==> src/hdl/epi_regs.vh <==
// constants for the encoder position interface
`ifndef EPI_REGS_VH
`define EPI_REGS_VH
`define EPI_POS_W 32
`define EPI_FRAME_W 25
`define EPI_LEN_SEL_13 2'h0
`define EPI_LEN_SEL_21 2'h1
`define EPI_LEN_SEL_25 2'h2
`define EPI_LEN_13 5'h0D
`define EPI_LEN_21 5'h15
`define EPI_LEN_25 5'h19
`define EPI_REV_BITS 5'h0C
`define EPI_SHIFT_HALF_NS 340
`define EPI_CLK_NS 10
`define EPI_SHIFT_HALF_CYC ((`EPI_SHIFT_HALF_NS + `EPI_CLK_NS - 1) / `EPI_CLK_NS)
`define EPI_MONO_NS 20000
`define EPI_MONO_CYC ((`EPI_MONO_NS + `EPI_CLK_NS - 1) / `EPI_CLK_NS)
`define EPI_LEAD_NS 1000
`define EPI_LEAD_CYC ((`EPI_LEAD_NS + `EPI_CLK_NS - 1) / `EPI_CLK_NS)
`define EPI_ST_IDLE 2'h0
`define EPI_ST_LOW 2'h1
`define EPI_ST_HIGH 2'h2
`define EPI_ST_MONO 2'h3
`endif

==> src/hdl/epi_sync.v <==
// two-flip-flop synchroniser, one per input bit
`timescale 1ns/1ps
`include "epi_regs.vh"
module epi_sync #(
	parameter W = 4
) (
	clk_sys,
	rst_b,
	asyncIn,
	syncOut
);
	input wire clk_sys;
	input wire rst_b;
	input wire [W-1:0] asyncIn;
	output wire [W-1:0] syncOut;
	genvar i;
	generate
		for (i = 0; i < W; i = i + 1) begin : gBit
			reg meta_ff;
			reg stable_ff;
			always @(posedge clk_sys or negedge rst_b) begin
				if (!rst_b) begin
					meta_ff <= 1'b0;
					stable_ff <= 1'b0;
				end else begin
					meta_ff <= asyncIn[i];
					stable_ff <= meta_ff;
				end
			end
			assign syncOut[i] = stable_ff;
		end
	endgenerate
endmodule

==> src/hdl/epi_encoder_position_interface.v <==
// top of the per-axis encoder position interface: quadrature and serial absolute receiver
`timescale 1ns/1ps
`include "epi_regs.vh"
module epi_encoder_position_interface #(
	parameter MONO_CYC = `EPI_MONO_CYC
) (
	clk_sys,
	rst_b,
	modeAbsolute,
	fullProfile,
	lenSel,
	dataWidth,
	pulsesPerRev,
	leadEnable,
	servoTick,
	trackOne,
	trackOneN,
	trackTwo,
	trackTwoN,
	refMark,
	refMarkN,
	serData,
	serDataN,
	shiftClk,
	shiftClkN,
	positionValue,
	positionValid,
	refSeen,
	configError,
	frameBusy
);
	input wire clk_sys;
	input wire rst_b;
	input wire modeAbsolute;
	input wire fullProfile;
	input wire [1:0] lenSel;
	input wire [4:0] dataWidth;
	input wire [25:0] pulsesPerRev;
	input wire leadEnable;
	input wire servoTick;
	input wire trackOne;
	input wire trackOneN;
	input wire trackTwo;
	input wire trackTwoN;
	input wire refMark;
	input wire refMarkN;
	input wire serData;
	input wire serDataN;
	output reg shiftClk;
	output reg shiftClkN;
	output reg [`EPI_POS_W-1:0] positionValue;
	output reg positionValid;
	output reg refSeen;
	output reg configError;
	output reg frameBusy;

	wire [7:0] syncIn;
	wire aS;
	wire bS;
	wire zS;
	wire dS;
	// each wire of a pair is synced on its own; gating raw pins first lets pair skew glitch into the flops
	epi_sync #(.W(8)) uSync (
		.clk_sys(clk_sys),
		.rst_b(rst_b),
		.asyncIn({trackOne, trackOneN, trackTwo, trackTwoN, refMark, refMarkN, serData, serDataN}),
		.syncOut(syncIn)
	);
	// pair resolved after syncing: a skewed transition only passes through one level change
	assign aS = syncIn[7] & ~syncIn[6];
	assign bS = syncIn[5] & ~syncIn[4];
	assign zS = syncIn[3] & ~syncIn[2];
	assign dS = syncIn[1] & ~syncIn[0];

	reg aPrev_ff;
	reg bPrev_ff;
	reg zPrev_ff;
	reg [`EPI_POS_W-1:0] count_ff;
	reg [`EPI_POS_W-1:0] nxt_count;
	// gray decode needs only edge order, so any phase within 60..120 degrees is fine
	always @* begin
		nxt_count = count_ff;
		if ((aS ^ aPrev_ff) && !(bS ^ bPrev_ff)) begin
			if (aS ^ bS)
				nxt_count = count_ff + 32'h00000001;
			else
				nxt_count = count_ff - 32'h00000001;
		end else if ((bS ^ bPrev_ff) && !(aS ^ aPrev_ff)) begin
			if (aS ^ bS)
				nxt_count = count_ff - 32'h00000001;
			else
				nxt_count = count_ff + 32'h00000001;
		end
	end
	always @(posedge clk_sys or negedge rst_b) begin
		if (!rst_b) begin
			aPrev_ff <= 1'b0;
			bPrev_ff <= 1'b0;
			zPrev_ff <= 1'b0;
			count_ff <= 32'h00000000;
		end else begin
			aPrev_ff <= aS;
			bPrev_ff <= bS;
			zPrev_ff <= zS;
			count_ff <= nxt_count;
		end
	end

	reg [4:0] frameLen;
	always @* begin
		case (lenSel)
			`EPI_LEN_SEL_13: frameLen = `EPI_LEN_13;
			`EPI_LEN_SEL_21: frameLen = `EPI_LEN_21;
			default: frameLen = `EPI_LEN_25;
		endcase
	end

	// digits needed for pulses per revolution (floor log2 for powers of two)
	reg [4:0] pprDigits;
	integer k;
	always @* begin
		pprDigits = 5'h00;
		for (k = 1; k < 26; k = k + 1) begin
			if (pulsesPerRev[k])
				pprDigits = k[4:0];
		end
	end
	wire [26:0] pprExt = {1'b0, pulsesPerRev};
	wire [4:0] fieldRem = frameLen - `EPI_REV_BITS;
	wire [26:0] limFir = 27'h0000001 << fieldRem;
	wire [26:0] limFull = 27'h0000001 << dataWidth;
	wire [5:0] widthLimFir = {1'b0, `EPI_REV_BITS} + {1'b0, pprDigits};
	reg cfgBad;
	always @* begin
		if (fullProfile) begin
			cfgBad = (dataWidth > frameLen) || (pprExt > limFull);
		end else begin
			cfgBad = (pprExt > limFir) || ({1'b0, dataWidth} > widthLimFir);
		end
	end

	reg [1:0] state_ff;
	reg [8:0] div_ff;
	reg [4:0] bitCnt_ff;
	reg [`EPI_FRAME_W-1:0] shift_ff;
	reg [15:0] mono_ff;
	reg [`EPI_POS_W-1:0] absPos_ff;
	reg startReq_ff;
	reg [8:0] lead_ff;
	reg leadArm_ff;
	wire halfDone = (div_ff == `EPI_SHIFT_HALF_CYC - 1);

	// frame result: field extraction keeps only the evaluated bits
	reg [`EPI_POS_W-1:0] frameVal;
	reg [`EPI_FRAME_W-1:0] aligned;
	always @* begin
		aligned = shift_ff;
		frameVal = 32'h00000000;
		if (fullProfile) begin
			aligned = shift_ff >> (frameLen - dataWidth);
			frameVal = {7'h00, aligned} & ~(32'hFFFFFFFF << dataWidth);
		end else begin
			// rev lsb clock 12, increment msb clock 13
			aligned = shift_ff >> (frameLen - widthLimFir[4:0]);
			frameVal = {7'h00, aligned} & ~(32'hFFFFFFFF << widthLimFir[4:0]);
		end
	end

	// optional lead time before the cycle instant
	always @(posedge clk_sys or negedge rst_b) begin
		if (!rst_b) begin
			lead_ff <= 9'h000;
			leadArm_ff <= 1'b0;
			startReq_ff <= 1'b0;
			positionValue <= 32'h00000000;
			positionValid <= 1'b0;
			refSeen <= 1'b0;
			configError <= 1'b0;
		end else begin
			positionValid <= 1'b0;
			startReq_ff <= 1'b0;
			configError <= modeAbsolute & cfgBad;
			if (zS && !zPrev_ff && !modeAbsolute)
				refSeen <= 1'b1;
			if (servoTick && leadEnable) begin
				leadArm_ff <= 1'b1;
				lead_ff <= 9'h000;
			end else if (leadArm_ff) begin
				lead_ff <= lead_ff + 9'h001;
				if (lead_ff == `EPI_LEAD_CYC - 1)
					leadArm_ff <= 1'b0;
			end
			// with lead enabled the tick marks the point one lead time ahead of the cycle instant
			if (servoTick && !leadEnable) begin
				positionValue <= modeAbsolute ? absPos_ff : count_ff;
				positionValid <= 1'b1;
				startReq_ff <= modeAbsolute;
			end else if (leadArm_ff && lead_ff == `EPI_LEAD_CYC - 1) begin
				positionValue <= modeAbsolute ? absPos_ff : count_ff;
				positionValid <= 1'b1;
				startReq_ff <= modeAbsolute;
			end
		end
	end

	// serial frame engine; the latched value is the previous frame, a one-cycle latency
	always @(posedge clk_sys or negedge rst_b) begin
		if (!rst_b) begin
			state_ff <= `EPI_ST_IDLE;
			div_ff <= 9'h000;
			bitCnt_ff <= 5'h00;
			shift_ff <= 25'h0000000;
			mono_ff <= 16'h0000;
			absPos_ff <= 32'h00000000;
			shiftClk <= 1'b1;
			shiftClkN <= 1'b0;
			frameBusy <= 1'b0;
		end else begin
			case (state_ff)
				`EPI_ST_IDLE: begin
					shiftClk <= 1'b1;
					shiftClkN <= 1'b0;
					frameBusy <= 1'b0;
					div_ff <= 9'h000;
					// a bad configuration never starts a frame, so no wrong value is latched
					if (startReq_ff && !cfgBad) begin
						state_ff <= `EPI_ST_LOW;
						bitCnt_ff <= 5'h00;
						frameBusy <= 1'b1;
						shiftClk <= 1'b0;
						shiftClkN <= 1'b1;
					end
				end
				`EPI_ST_LOW: begin
					div_ff <= div_ff + 9'h001;
					if (halfDone) begin
						div_ff <= 9'h000;
						shiftClk <= 1'b1;
						shiftClkN <= 1'b0;
						state_ff <= `EPI_ST_HIGH;
					end
				end
				`EPI_ST_HIGH: begin
					div_ff <= div_ff + 9'h001;
					if (halfDone) begin
						div_ff <= 9'h000;
						// sample late in the high phase, after the encoder updated on the falling edge
						// only frameLen bits are shifted in
						shift_ff <= {shift_ff[`EPI_FRAME_W-2:0], dS};
						bitCnt_ff <= bitCnt_ff + 5'h01;
						if (bitCnt_ff == frameLen - 5'h01) begin
							state_ff <= `EPI_ST_MONO;
							mono_ff <= 16'h0000;
						end else begin
							shiftClk <= 1'b0;
							shiftClkN <= 1'b1;
							state_ff <= `EPI_ST_LOW;
						end
					end
				end
				`EPI_ST_MONO: begin
					absPos_ff <= frameVal;
					mono_ff <= mono_ff + 16'h0001;
					if (mono_ff == MONO_CYC[15:0] - 16'h0001) begin
						state_ff <= `EPI_ST_IDLE;
						frameBusy <= 1'b0;
					end
				end
				default: state_ff <= `EPI_ST_IDLE;
			endcase
		end
	end
endmodule

==> config.mk <==
export PLATFORM = sky130hd
export DESIGN_NAME = epi_encoder_position_interface
export DESIGN_NICKNAME = d
export VERILOG_FILES = /design/src/hdl/epi_sync.v /design/src/hdl/epi_encoder_position_interface.v
export VERILOG_INCLUDE_DIRS = /design/src /design/src/hdl
export SDC_FILE = /design/constraint.sdc
export NUM_CORES = 1
export LEC_CHECK = 0
export ABC_AREA = 1
export ABC_CLOCK_PERIOD_IN_PS = 4800
export BUFFER_PORTS_ARGS = -buffer_cell sky130_fd_sc_hd__buf_2
export CAP_MARGIN = 10
export CORE_ASPECT_RATIO = 0.7
export CORE_MARGIN = 1
export CORE_UTILIZATION = 60
export DETAILED_ROUTE_END_ITERATION = 10
export HOLD_SLACK_MARGIN = 0.05
export PLACE_DENSITY = 0.88
export SYNTH_ARGS = -nofsm -noshare
export SYNTH_HDL_FRONTEND = slang
export SYNTH_SLANG_ARGS = --single-unit
==> constraint.sdc <==
create_clock -name clk_sys -period 4.8 [get_ports clk_sys]
set_clock_uncertainty 0.2 [all_clocks]
set_input_delay 0.48 -clock clk_sys [delete_from_list [all_inputs] [get_ports clk_sys]]
set_output_delay 0.48 -clock clk_sys [all_outputs]
set_load 0.03 [all_outputs]
# After elaboration in Yosys (flattened, before gate mapping)
# Index checks and enable logic that the tools add are counted.
# classes
addsub	11
order_cmp	4
n_eq_ne	14
shift	6
n_mux	70
bitwise	16
n_reduce_logical	33
# ops
op	n
$mux W32	8
$mux W5	26
$and A25 B32 Y32	2
$not A32 Y32	2
$shl A32 B5 Y32 const A	2
$gt A26 B27 Y1	2
$shl A1 B5 Y27 const A	2
$shr A25 B5 Y25	2
$add A32 B1 Y32 const B	1
$mux W16	2
$pmux W16 S2	1
$sub A32 B1 Y32 const B	1
$mux W9	3
$pmux W5 S2	2
$add A9 B1 Y9 const B	2
$mux W1	18
$pmux W9 S2	1
$add A16 B1 Y16 const B	1
$eq A16 B11 Y1 const B	1
$reduce_bool A2 Y1	7
$ne A2 B2 Y1 const B	6
$mux W2	5
$sub A5 B5 Y5	2
$eq A9 B6 Y1 const B	1
25 further kinds	54
# word_totals
regBits	189
inputBits	47
out_inout_bits	38
wordCells	190

# Longest topological paths before layout
# Gate-level depths: netlist of the first run.
# depth
ltp_word	33
ltp_mapped	40
ltp_nobuf	39

# Modules after synthesis
# Synthesis of the first run repeated with hierarchy kept, for this count alone.
# hier_totals
hier_cells	1871
hier_area_um2	13115.1
# by_module_without_submodules
module	n_inst	cells_per_inst	area_each_um2	seq_area_each_um2
epi_encoder_position_interface	1	1847	12654.6	4155.2
epi_sync	1	24	460.4	400.4

# Worst setup path after synthesis of the first run
# No wires, ideal clock.
# synth_path
path_type	input port to flip-flop
from	in dataWidth[0]
to	reg bitCnt_ff[0]
setup_ns	0.117
arrival_ns	3.405
required_ns	4.483
slack_ns	1.078
path_stages	25
path_buffers	2
cell_sequence	clkbuf_1 -> clkbuf_1 -> nor2_1 -> inv_1 -> nor2_1 -> nand2_1 -> ha_1 -> nand2_1 -> inv_1 -> a221oi_1 -> o21ai_0 -> nand2_1 -> a21oi_1 -> nor2_1 -> o21ai_0 -> a21oi_1 -> nor2_1 -> o211ai_1 -> o21ai_0 -> a21oi_1 -> nand2_1 -> nand2_1 -> nand3_1 -> nand2_1 -> nand2_1
# synth_via
elab_chain_len	8
word_cells_on_any_way	11
classes_between	3 x order compare; 1 x eq/ne; 1 x shift; 1 x mux; 5 x reduce/logical
# synth_rtl
element	line_no	rtl
start: declaration	epi_encoder_position_interface.v:37	input wire [4:0] dataWidth;
$shl A1 B5 Y27	epi_encoder_position_interface.v:131	wire [26:0] limFull = 27'h0000001 << dataWidth;
$gt A26 B27 Y1	epi_encoder_position_interface.v:136	cfgBad = (dataWidth > frameLen) || (pprExt > limFull);
$logic_or A1 B1 Y1	epi_encoder_position_interface.v:136	
$mux W1 (*)	epi_encoder_position_interface.v:135	if (fullProfile) begin
$logic_not A1 Y1 (*)	epi_encoder_position_interface.v:226	if (startReq_ff && !cfgBad) begin
$logic_and A1 B1 Y1 (*)	epi_encoder_position_interface.v:226	
$ne A2 B2 Y1 (no source line) (*)	-	
$reduce_and A3 Y1 (no source line) (*)	-	
end signal: assignment	epi_encoder_position_interface.v:250	bitCnt_ff <= bitCnt_ff + 5'h01;
end: declaration	epi_encoder_position_interface.v:144	reg [4:0] bitCnt_ff;
# Every way passes the cells marked *; elsewhere a longest branch is shown, timed or not.
# A chain may end at the register's enable or synchronous reset.

# Worst setup path in the final report of the first run
# layout_path
from	in pulsesPerRev[14]
to	reg bitCnt_ff[2]
# layout_via
elab_chain_len	20
word_cells_on_any_way	23
classes_between	1 x add/sub; 3 x order compare; 1 x eq/ne; 13 x mux; 5 x reduce/logical
# layout_rtl
element	line_no	rtl
start: declaration	epi_encoder_position_interface.v:38	input wire [25:0] pulsesPerRev;
$mux W5 (12 in a row)	epi_encoder_position_interface.v:124	if (pulsesPerRev[k])
$add A4 B5 Y6	epi_encoder_position_interface.v:132	wire [5:0] widthLimFir = {1'b0, `EPI_REV_BITS} + {1'b0, pprDigits};
$gt A5 B6 Y1	epi_encoder_position_interface.v:138	cfgBad = (pprExt > limFir) || ({1'b0, dataWidth} > widthLimFir);
$logic_or A1 B1 Y1	epi_encoder_position_interface.v:138	
$mux W1 (*)	epi_encoder_position_interface.v:135	
$logic_not A1 Y1 (*)	epi_encoder_position_interface.v:226	
$logic_and A1 B1 Y1 (*)	epi_encoder_position_interface.v:226	
$ne A2 B2 Y1 (no source line) (*)	-	
$reduce_and A3 Y1 (no source line) (*)	-	
# Marked as above.

==> results of run 1 <==
==> metrics by stage <==
stage | total power, mW | utilization
6_report | 6.02 | 0.684
5_1_grt | 6.38 | 0.684
4_1_cts | 5.98 | 0.684
3_5_place_dp | 4.51 | 0.652
3_3_place_gp | 4.44 | 0.652
2_1_floorplan | 3.84 | -
==> cells by family (layout without fill, tap and decap cells) <==
| family | after synthesis | in the layout |
|---|---|---|
| simple gates | 909 | 909 |
| compound gates | 365 | 365 |
| buf+inv | 283 | 354 |
| flops | 182 | 182 |
| fa+ha+maj | 59 | 59 |
| xor+xnor | 51 | 51 |
| mux | 13 | 13 |
| other cells | 1 | 1 |
==> area by class of cell <==
| class | instances | area (um^2) |
|---|---|---|
| repair buffers | 125 | 759 |
| multi-input cells | 1398 | 7390 |
| fillers | 1809 | 6640 |
| clock inverters | 14 | 159 |
| clock buffers | 18 | 439 |
| flip-flops and latches | 182 | 4560 |
| well taps | 276 | 345 |
| inverters | 197 | 739 |
==> worst min path at each step <==
stage / slack [ns] / to / cells after the start / startpoint
floorplan: -0.02 / aPrev_ff / 0 / rst_b
detailed placement: 0.13 / uSync.gBit[1].stable_ff / 0 / uSync.gBit[1].meta_ff
finish: 0.15 / uSync.gBit[6].stable_ff / 0 / uSync.gBit[6].meta_ff
CTS: 0.15 / uSync.gBit[6].stable_ff / 0 / uSync.gBit[6].meta_ff
global placement: 0.13 / uSync.gBit[7].stable_ff / 0 / uSync.gBit[7].meta_ff
global route: 0.15 / uSync.gBit[6].stable_ff / 0 / uSync.gBit[6].meta_ff
==> cells in the final DEF (no fill, tap or decap), types with 11 or more instances in the layout <==
| master | instances |
|---|---|
| a21oi_1 | 120 |
| a31oi_1 | 35 |
| buf_2 | 83 |
| buf_4 | 32 |
| clkbuf_16 | 17 |
| dfrtp_1 | 181 |
| ha_1 | 57 |
| inv_1 | 186 |
| mux2i_1 | 13 |
| nand2_1 | 418 |
| nand3_1 | 167 |
| nand4_1 | 24 |
| nor2_1 | 208 |
| nor3_1 | 38 |
| nor4_1 | 11 |
| o21ai_0 | 133 |
| xor2_1 | 40 |
==> metal layers <==
metal  wire length (um)  part of all wire
met4                811             0.020
met5                  0                 0
met2              17000              0.42
met1              18100              0.45
met3               4160              0.10
==> worst max-delay path, delay by kind of cell <==
family,cells,cell delay [ns]
simple gates,9,1.16
fa+ha+maj,3,0.92
compound gates,6,0.91
buf+inv,5,0.78
==> synth_stat cells, types with 3 or more instances <==
cell type and number:
a211oi_1 8, a21o_1 3, a21oi_1 120, a21oi_2 4
a221oi_1 4, a31oi_1 35, a41oi_1 3, buf_1 9
buf_2 8, clkbuf_1 63, clkinv_1 7, dfrtp_1 181
ha_1 57, inv_1 186, inv_2 4, mux2i_1 13
nand2_1 419, nand2_2 9, nand3_1 167, nand3_2 4
nand3b_1 5, nand4_1 24, nor2_1 209, nor3_1 38
nor3_2 5, nor3b_1 6, nor4_1 11, o211ai_1 9
o21ai_0 133, o21ai_1 7, o21bai_1 3, o221ai_1 4
o22ai_1 10, o31ai_1 6, xnor2_1 9, xor2_1 41
==> power groups by stage <==
| stage | Clock (mW) | Combinational [mW] | Sequential [mW] |
|---|---|---|---|
| 2_1_floorplan | 0 | 1.46 | 2.37 |
| 3_3_place_gp | 0 | 2.11 | 2.33 |
| 3_5_place_dp | 0 | 2.15 | 2.35 |
| 4_1_cts | 1.46 | 2.19 | 2.33 |
| 5_1_grt | 1.52 | 2.47 | 2.39 |
| 6_report | 1.45 | 2.23 | 2.34 |
==> registers in the layout, indices dropped and copies added (netlist names), 9 cells and up <==
| signal | count |
|---|---|
| positionValue | 32 |
| mono_ff | 16 |
| div_ff | 9 |
| shift_ff | 25 |
| count_ff | 32 |
| absPos_ff | 25 |
| lead_ff | 9 |
==> summary.txt, run 1 <==
dpl ws: 0.369 ns
Worst Setup Start Kind: input pin
postcts setup bufs: 0
Non-Filler Instances: 2210
later-pin clock latency in the skew report: 0.45 ns
post-synthesis simple-gate area fraction: 0.303
Worst Path Arrival: 4.25 ns
largest family of logic cells by synthesized area: simple AND/OR/NAND/NOR gates
Placer Congestion: 1.04
# nets final: 2027
Clock transition at path regs: 0.08 ns
Leak: 6.70 nW
# setup viols final: 0
met1 GRT Util: 0.548
cts hold-fix bufs: 9
Max Clock Freq: 0.243 GHz
Max VDD drop: 0.342 mV
EDFF count, synth: 0
GRT overflow: 0
share of post-route cells with drive strength above 1: 0.0982
Gate Count Post-Synth: 1863
busiest grt layer: met1
syn avg cell area: 7.01 um^2
Mapped Nets: 1969
net load switching power: 2.62 mW
first-pass GRT wire length: 64500 um
fin area: 0.0144 mm^2
H-tree lvl count: 4
cts bufs inserted: 17
setup_tns: 0 ns
worst hold slack: 0.149 ns
Slowest-stage cell, CP: ha_1
total number of vias: 13500
Setup crit end kind: flip-flop
Cell Pwr Density: 418 mW/mm^2
Seq cells post-synth: 182
Post-Synthesis Cell Area: 0.0131 mm^2
RSZ-0062 raised after global routing: no
hpwl dp: 29400 um
Initial Utilization: 0.621
sequential-to-total area share from yosys stat: 0.349
post_cts resized: 0
mux share of post-synthesis cell area: 0.00997
CTS max path bufs: 2
Ys Warns: 0
HP Class: reg2reg
post-route minimum period: 4.11 ns
critical-path cell list: buf_2, nor2_1, nand2_1, o21bai_1, a31oi_1, nor2_1, inv_1, ha_1, inv_1, ha_1, clkinv_1, ha_1, a21oi_1, nor3_1, o21ai_0, a21oi_1, a21oi_1, buf_4, nand2_1, nand2_1, nand3_1, nand2_1, nand2_1
final period utilization: 0.857
final worst-path setup slack: 0.689 ns
clock share of power: 0.241
Net Sw Frac: 0.436
Critical Path Fanout Max: 9
slew at the pin closest to its max-slew limit: 1.16 ns
clock root buffer: clkbuf_16
CTS tree: built
top_reg_cell synth: dfrtp_1
combinational share of power: 0.370
Routed WL per cell: 18.1 um
antenna-violating nets left: 0
TritonRoute pass-1 iters: 6
Yosys cell types: 63
flop2flop setup slack: 1.50 ns
GR Util All Layers: 0.369
Worst Path Required: 4.94 ns
num ports: 85
CP Class: in2reg
Slew Limit Headroom: 0.222
Post-Synth XOR/XNOR Area: 0.0357
asr flop ratio synth: 1.00
initial DRC count: 1663
DR vias/cell: 6.09
met2 Resource Use GR: 0.542
Crit path largest cell delay: 0.41 ns
n_diodes: 0
placed cell count: 2169
# rows: 44
grt met3 use: 0.0776
core outline area: 0.0210 mm^2
initial antenna violation count: 1
worst r2r dst: count_ff[31]
WL final: 40000 um
clock sinks: 182
reg2reg start: count_ff[0]
status: finished clean
post-synthesis adder-cell area fraction: 0.0577
Sequential Power Share: 0.389
pin count of the biggest net entering global routing: 83
Port-buffer cells: 84
CP most frequent cell: nand2_1
Hold Violations, Final: 0
Syn-to-layout area delta: 10.2%
width of the chip: 178 um
P_int: 3.40 mW
die area: 0.0224 mm^2
cell count of the worst reg-to-reg path: 16
Worst Setup EP: bitCnt_ff[2]
Synth top area share: 0.347
fin. max-slew vios: 0
complex-gate fraction of the synthesized area: 0.159
Die H: 125 um
vias in the first global route: 12400
DRC: 0
worst setup path start: pulsesPerRev[14]
placed inst area: 0.0137 mm^2
count of maximum capacitance violations: 0
synth top area cells: dfrtp_1, nand2_1, nand3_1
area leader, netlist: dfrtp_1
(Power assumes the default switching activity.)
==> inputs of run 2 (changes only) <==
==> constraint.sdc (replaced) <==
create_clock -name clk_sys -period 4.8 [get_ports clk_sys]
set_clock_uncertainty 0.2 [all_clocks]
set_input_delay 0.96 -clock clk_sys [delete_from_list [all_inputs] [get_ports clk_sys]]
set_output_delay 0.96 -clock clk_sys [all_outputs]
set_load 0.03 [all_outputs]
==> run 2 against run 1 <==
Net effect: die area is the same; clock-buffer cell count is the same; via count shrank 1.0%; worst setup slack lost 0.24 ns; utilization shrank 0.36 points; sequential cell count is the same; clock power is essentially flat; cell area shrank 0.52%; register-to-register slack lost 0.64 ns; sequential share of layout area grew 0.17 points; fmax shrank 5.5%; wire length shrank 1.9%.
==> summary.txt, run 2 (synthesis results as in run 1) <==
core outline area: 0.0210 mm^2 (unchanged)
Setup crit end kind: flip-flop
Worst Setup EP: bitCnt_ff[0]
net load switching power: 2.60 mW (-0.85%)
Critical Path Fanout Max: 5 (-4)
Max VDD drop: 0.316 mV (-7.7%)
clock root buffer: clkbuf_16
initial DRC count: 1713 (+3.0%)
total number of vias: 13300 (-1.0%)
width of the chip: 178 um (unchanged)
Non-Filler Instances: 2204 (-0.27%)
vias in the first global route: 12300 (-0.33%)
most frequent cells in the layout: nand2_1, nor2_1, inv_1, dfrtp_1, nand3_1
placed cell count: 2172 (+0.14%)
GR Util All Layers: 0.359 (-0.00980)
status: finished clean
Port-buffer cells: 84 (unchanged)
slew at the pin closest to its max-slew limit: 1.15 ns (-0.0174 ns)
worst min-delay path startpoint: uSync.gBit[1].meta_ff
Worst Path Required: 4.94 ns (about the same)
met2 Resource Use GR: 0.531 (-0.0110)
met1 GRT Util: 0.524 (-0.0240)
Sequential Power Share: 0.392 (+0.003)
later-pin clock latency in the skew report: 0.45 ns (about the same)
Worst Path Arrival: 4.49 ns (+0.24 ns)
post_cts resized: 0 (unchanged)
Hold Violations, Final: 0 (unchanged)
combinational share of power: 0.371 (about the same)
count of maximum capacitance violations: 0 (unchanged)
busiest grt layer: met2
flop2flop setup slack: 0.86 ns (-0.64 ns)
Slew Limit Headroom: 0.233 (+0.0116)
Worst path top cell family by delay: simple AND/OR/NAND/NOR gates
Clock transition at path regs: 0.07 ns (about the same)
DRC: 0 (unchanged)
commonest non-fill, non-tap cell in the layout: nand2_1
WL final: 39300 um (-1.9%)
# rows: 44 (unchanged)
share of post-route cells with drive strength above 1: 0.100 (+0.00186)
DR vias/cell: 6.05 (-0.73%)
setup_tns: 0 ns (unchanged)
WP buf/inv: 5 (unchanged)
cts bufs inserted: 17 (unchanged)
fin area: 0.0143 mm^2 (-0.52%)
multi-input logic area: 0.00739 mm^2 (unchanged)
Slowest-stage cell, CP: ha_1
pin count of the biggest net entering global routing: 99 (+19%)
CTS max path bufs: 2 (unchanged)
worst hold slack: 0.152 ns (+0.00368 ns)
biggest regs: count_ff x32, positionValue x32
antenna-violating nets left: 0 (unchanged)
Placer Congestion: 1.04 (-0.46%)
initial antenna violation count: 0 (-1)
Syn-to-layout area delta: 9.66%
post-route minimum period: 4.35 ns (+0.239 ns)
RSZ-0062 raised after global routing: no
# setup viols final: 0 (unchanged)
postcts setup bufs: 0 (unchanged)
Cell Pwr Density: 418 mW/mm^2 (about the same)
Initial Utilization: 0.621 (unchanged)
placed inst area: 0.0137 mm^2 (+0.26%)
Fillers: 1829 (+1.1%)
CP most frequent cell: nand2_1
GRT overflow: 0 (unchanged)
Routed WL per cell: 17.8 um (-1.6%)
cell count of the worst reg-to-reg path: 14 (-2)
Worst Setup Start Kind: input pin
first-pass GRT wire length: 63000 um (-2.2%)
clock share of power: 0.237 (-0.004)
fin. max-slew vios: 0 (unchanged)
clock sinks: 182 (unchanged)
n_diodes: 0 (unchanged)
critical-path cell list: buf_2, nor2_1, nand2_1, o21bai_1, a31oi_1, nor2_1, inv_1, ha_1, inv_1, ha_1, clkinv_1, ha_1, a21oi_1, nor3_1, o21ai_0, a21oi_1, a21oi_1, buf_4, nand2_1, nand2_1, nand3_1, nand2_1, nand2_1
CTS tree: built
worst setup path start: pulsesPerRev[14]
P_int: 3.39 mW (-0.29%)
Crit path largest cell delay: 0.34 ns (-0.07 ns)
Max Clock Freq: 0.230 GHz (-5.5%)
hpwl dp: 29100 um (-0.82%)
reg2reg start: uSync.gBit[7].stable_ff
Leak: 6.69 nW (-0.20%)
die area: 0.0224 mm^2 (unchanged)
HP Class: reg2reg
num ports: 85 (unchanged)
cts hold-fix bufs: 0 (-9)
TritonRoute pass-1 iters: 8 (+2)
# nets final: 2021 (-0.30%)
worst r2r dst: count_ff[28]
critical path depth: 23 (unchanged)
H-tree lvl count: 4 (unchanged)
CP Class: in2reg
Net Sw Frac: 0.434 (-0.00138)
Die H: 125 um (unchanged)
FF/Latch Area: 0.00456 mm^2 (unchanged)
final period utilization: 0.906 (+0.0498)
grt met3 use: 0.0867 (+0.00912)
-- run 2: metrics by stage --
| step | total power, mW | worst slack [ns] | util |
|---|---|---|---|
| after floorplan | 3.84 | 0.598 | - |
| after global routing | 6.33 | 0.0447 | 0.681 |
| final | 5.99 | 0.450 | 0.681 |
| after CTS | 5.94 | 0.563 | 0.681 |
| after detailed placement | 4.51 | 0.116 | 0.653 |
| after global placement | 4.43 | 0.243 | 0.653 |
-- run 2: cell type report --
cell class                 instances  share of cell area
clock buffer                      18              0.0307
tap                              276              0.0241
multi-input combinational       1398               0.516
sequential                       182               0.318
clock inverter                    14             0.00970
inverter                         197              0.0517
timing repair buffer             119              0.0492
-- run 2: power by group through the flow --
stage / Clock, mW / Combinational, mW / Sequential (mW)
finish: 1.42 / 2.22 / 2.35
detailed placement: 0 / 2.16 / 2.35
CTS: 1.42 / 2.18 / 2.33
floorplan: 0 / 1.46 / 2.37
global placement: 0 / 2.10 / 2.34
global route: 1.48 / 2.45 / 2.39
-- run 2: per-layer routing --
layer,wire length [um],part of all wire,vias to the layer above
li1,-,-,6315
met1,17600,0.45,6186
met2,16800,0.43,725
met3,4030,0.10,104
met4,887,0.023,0
met5,0,0,-
-- run 2: worst min-delay path by stage --
| stage | slack (ns) | cells past startpoint | endpoint |
|---|---|---|---|
| global route | 0.16 | 0 | uSync.gBit[1].stable_ff |
| detailed placement | 0.14 | 0 | uSync.gBit[1].stable_ff |
| CTS | 0.15 | 0 | uSync.gBit[1].stable_ff |
| global placement | 0.13 | 0 | uSync.gBit[4].stable_ff |
| finish | 0.15 | 0 | uSync.gBit[1].stable_ff |
| floorplan | 0.13 | 0 | uSync.gBit[0].stable_ff |
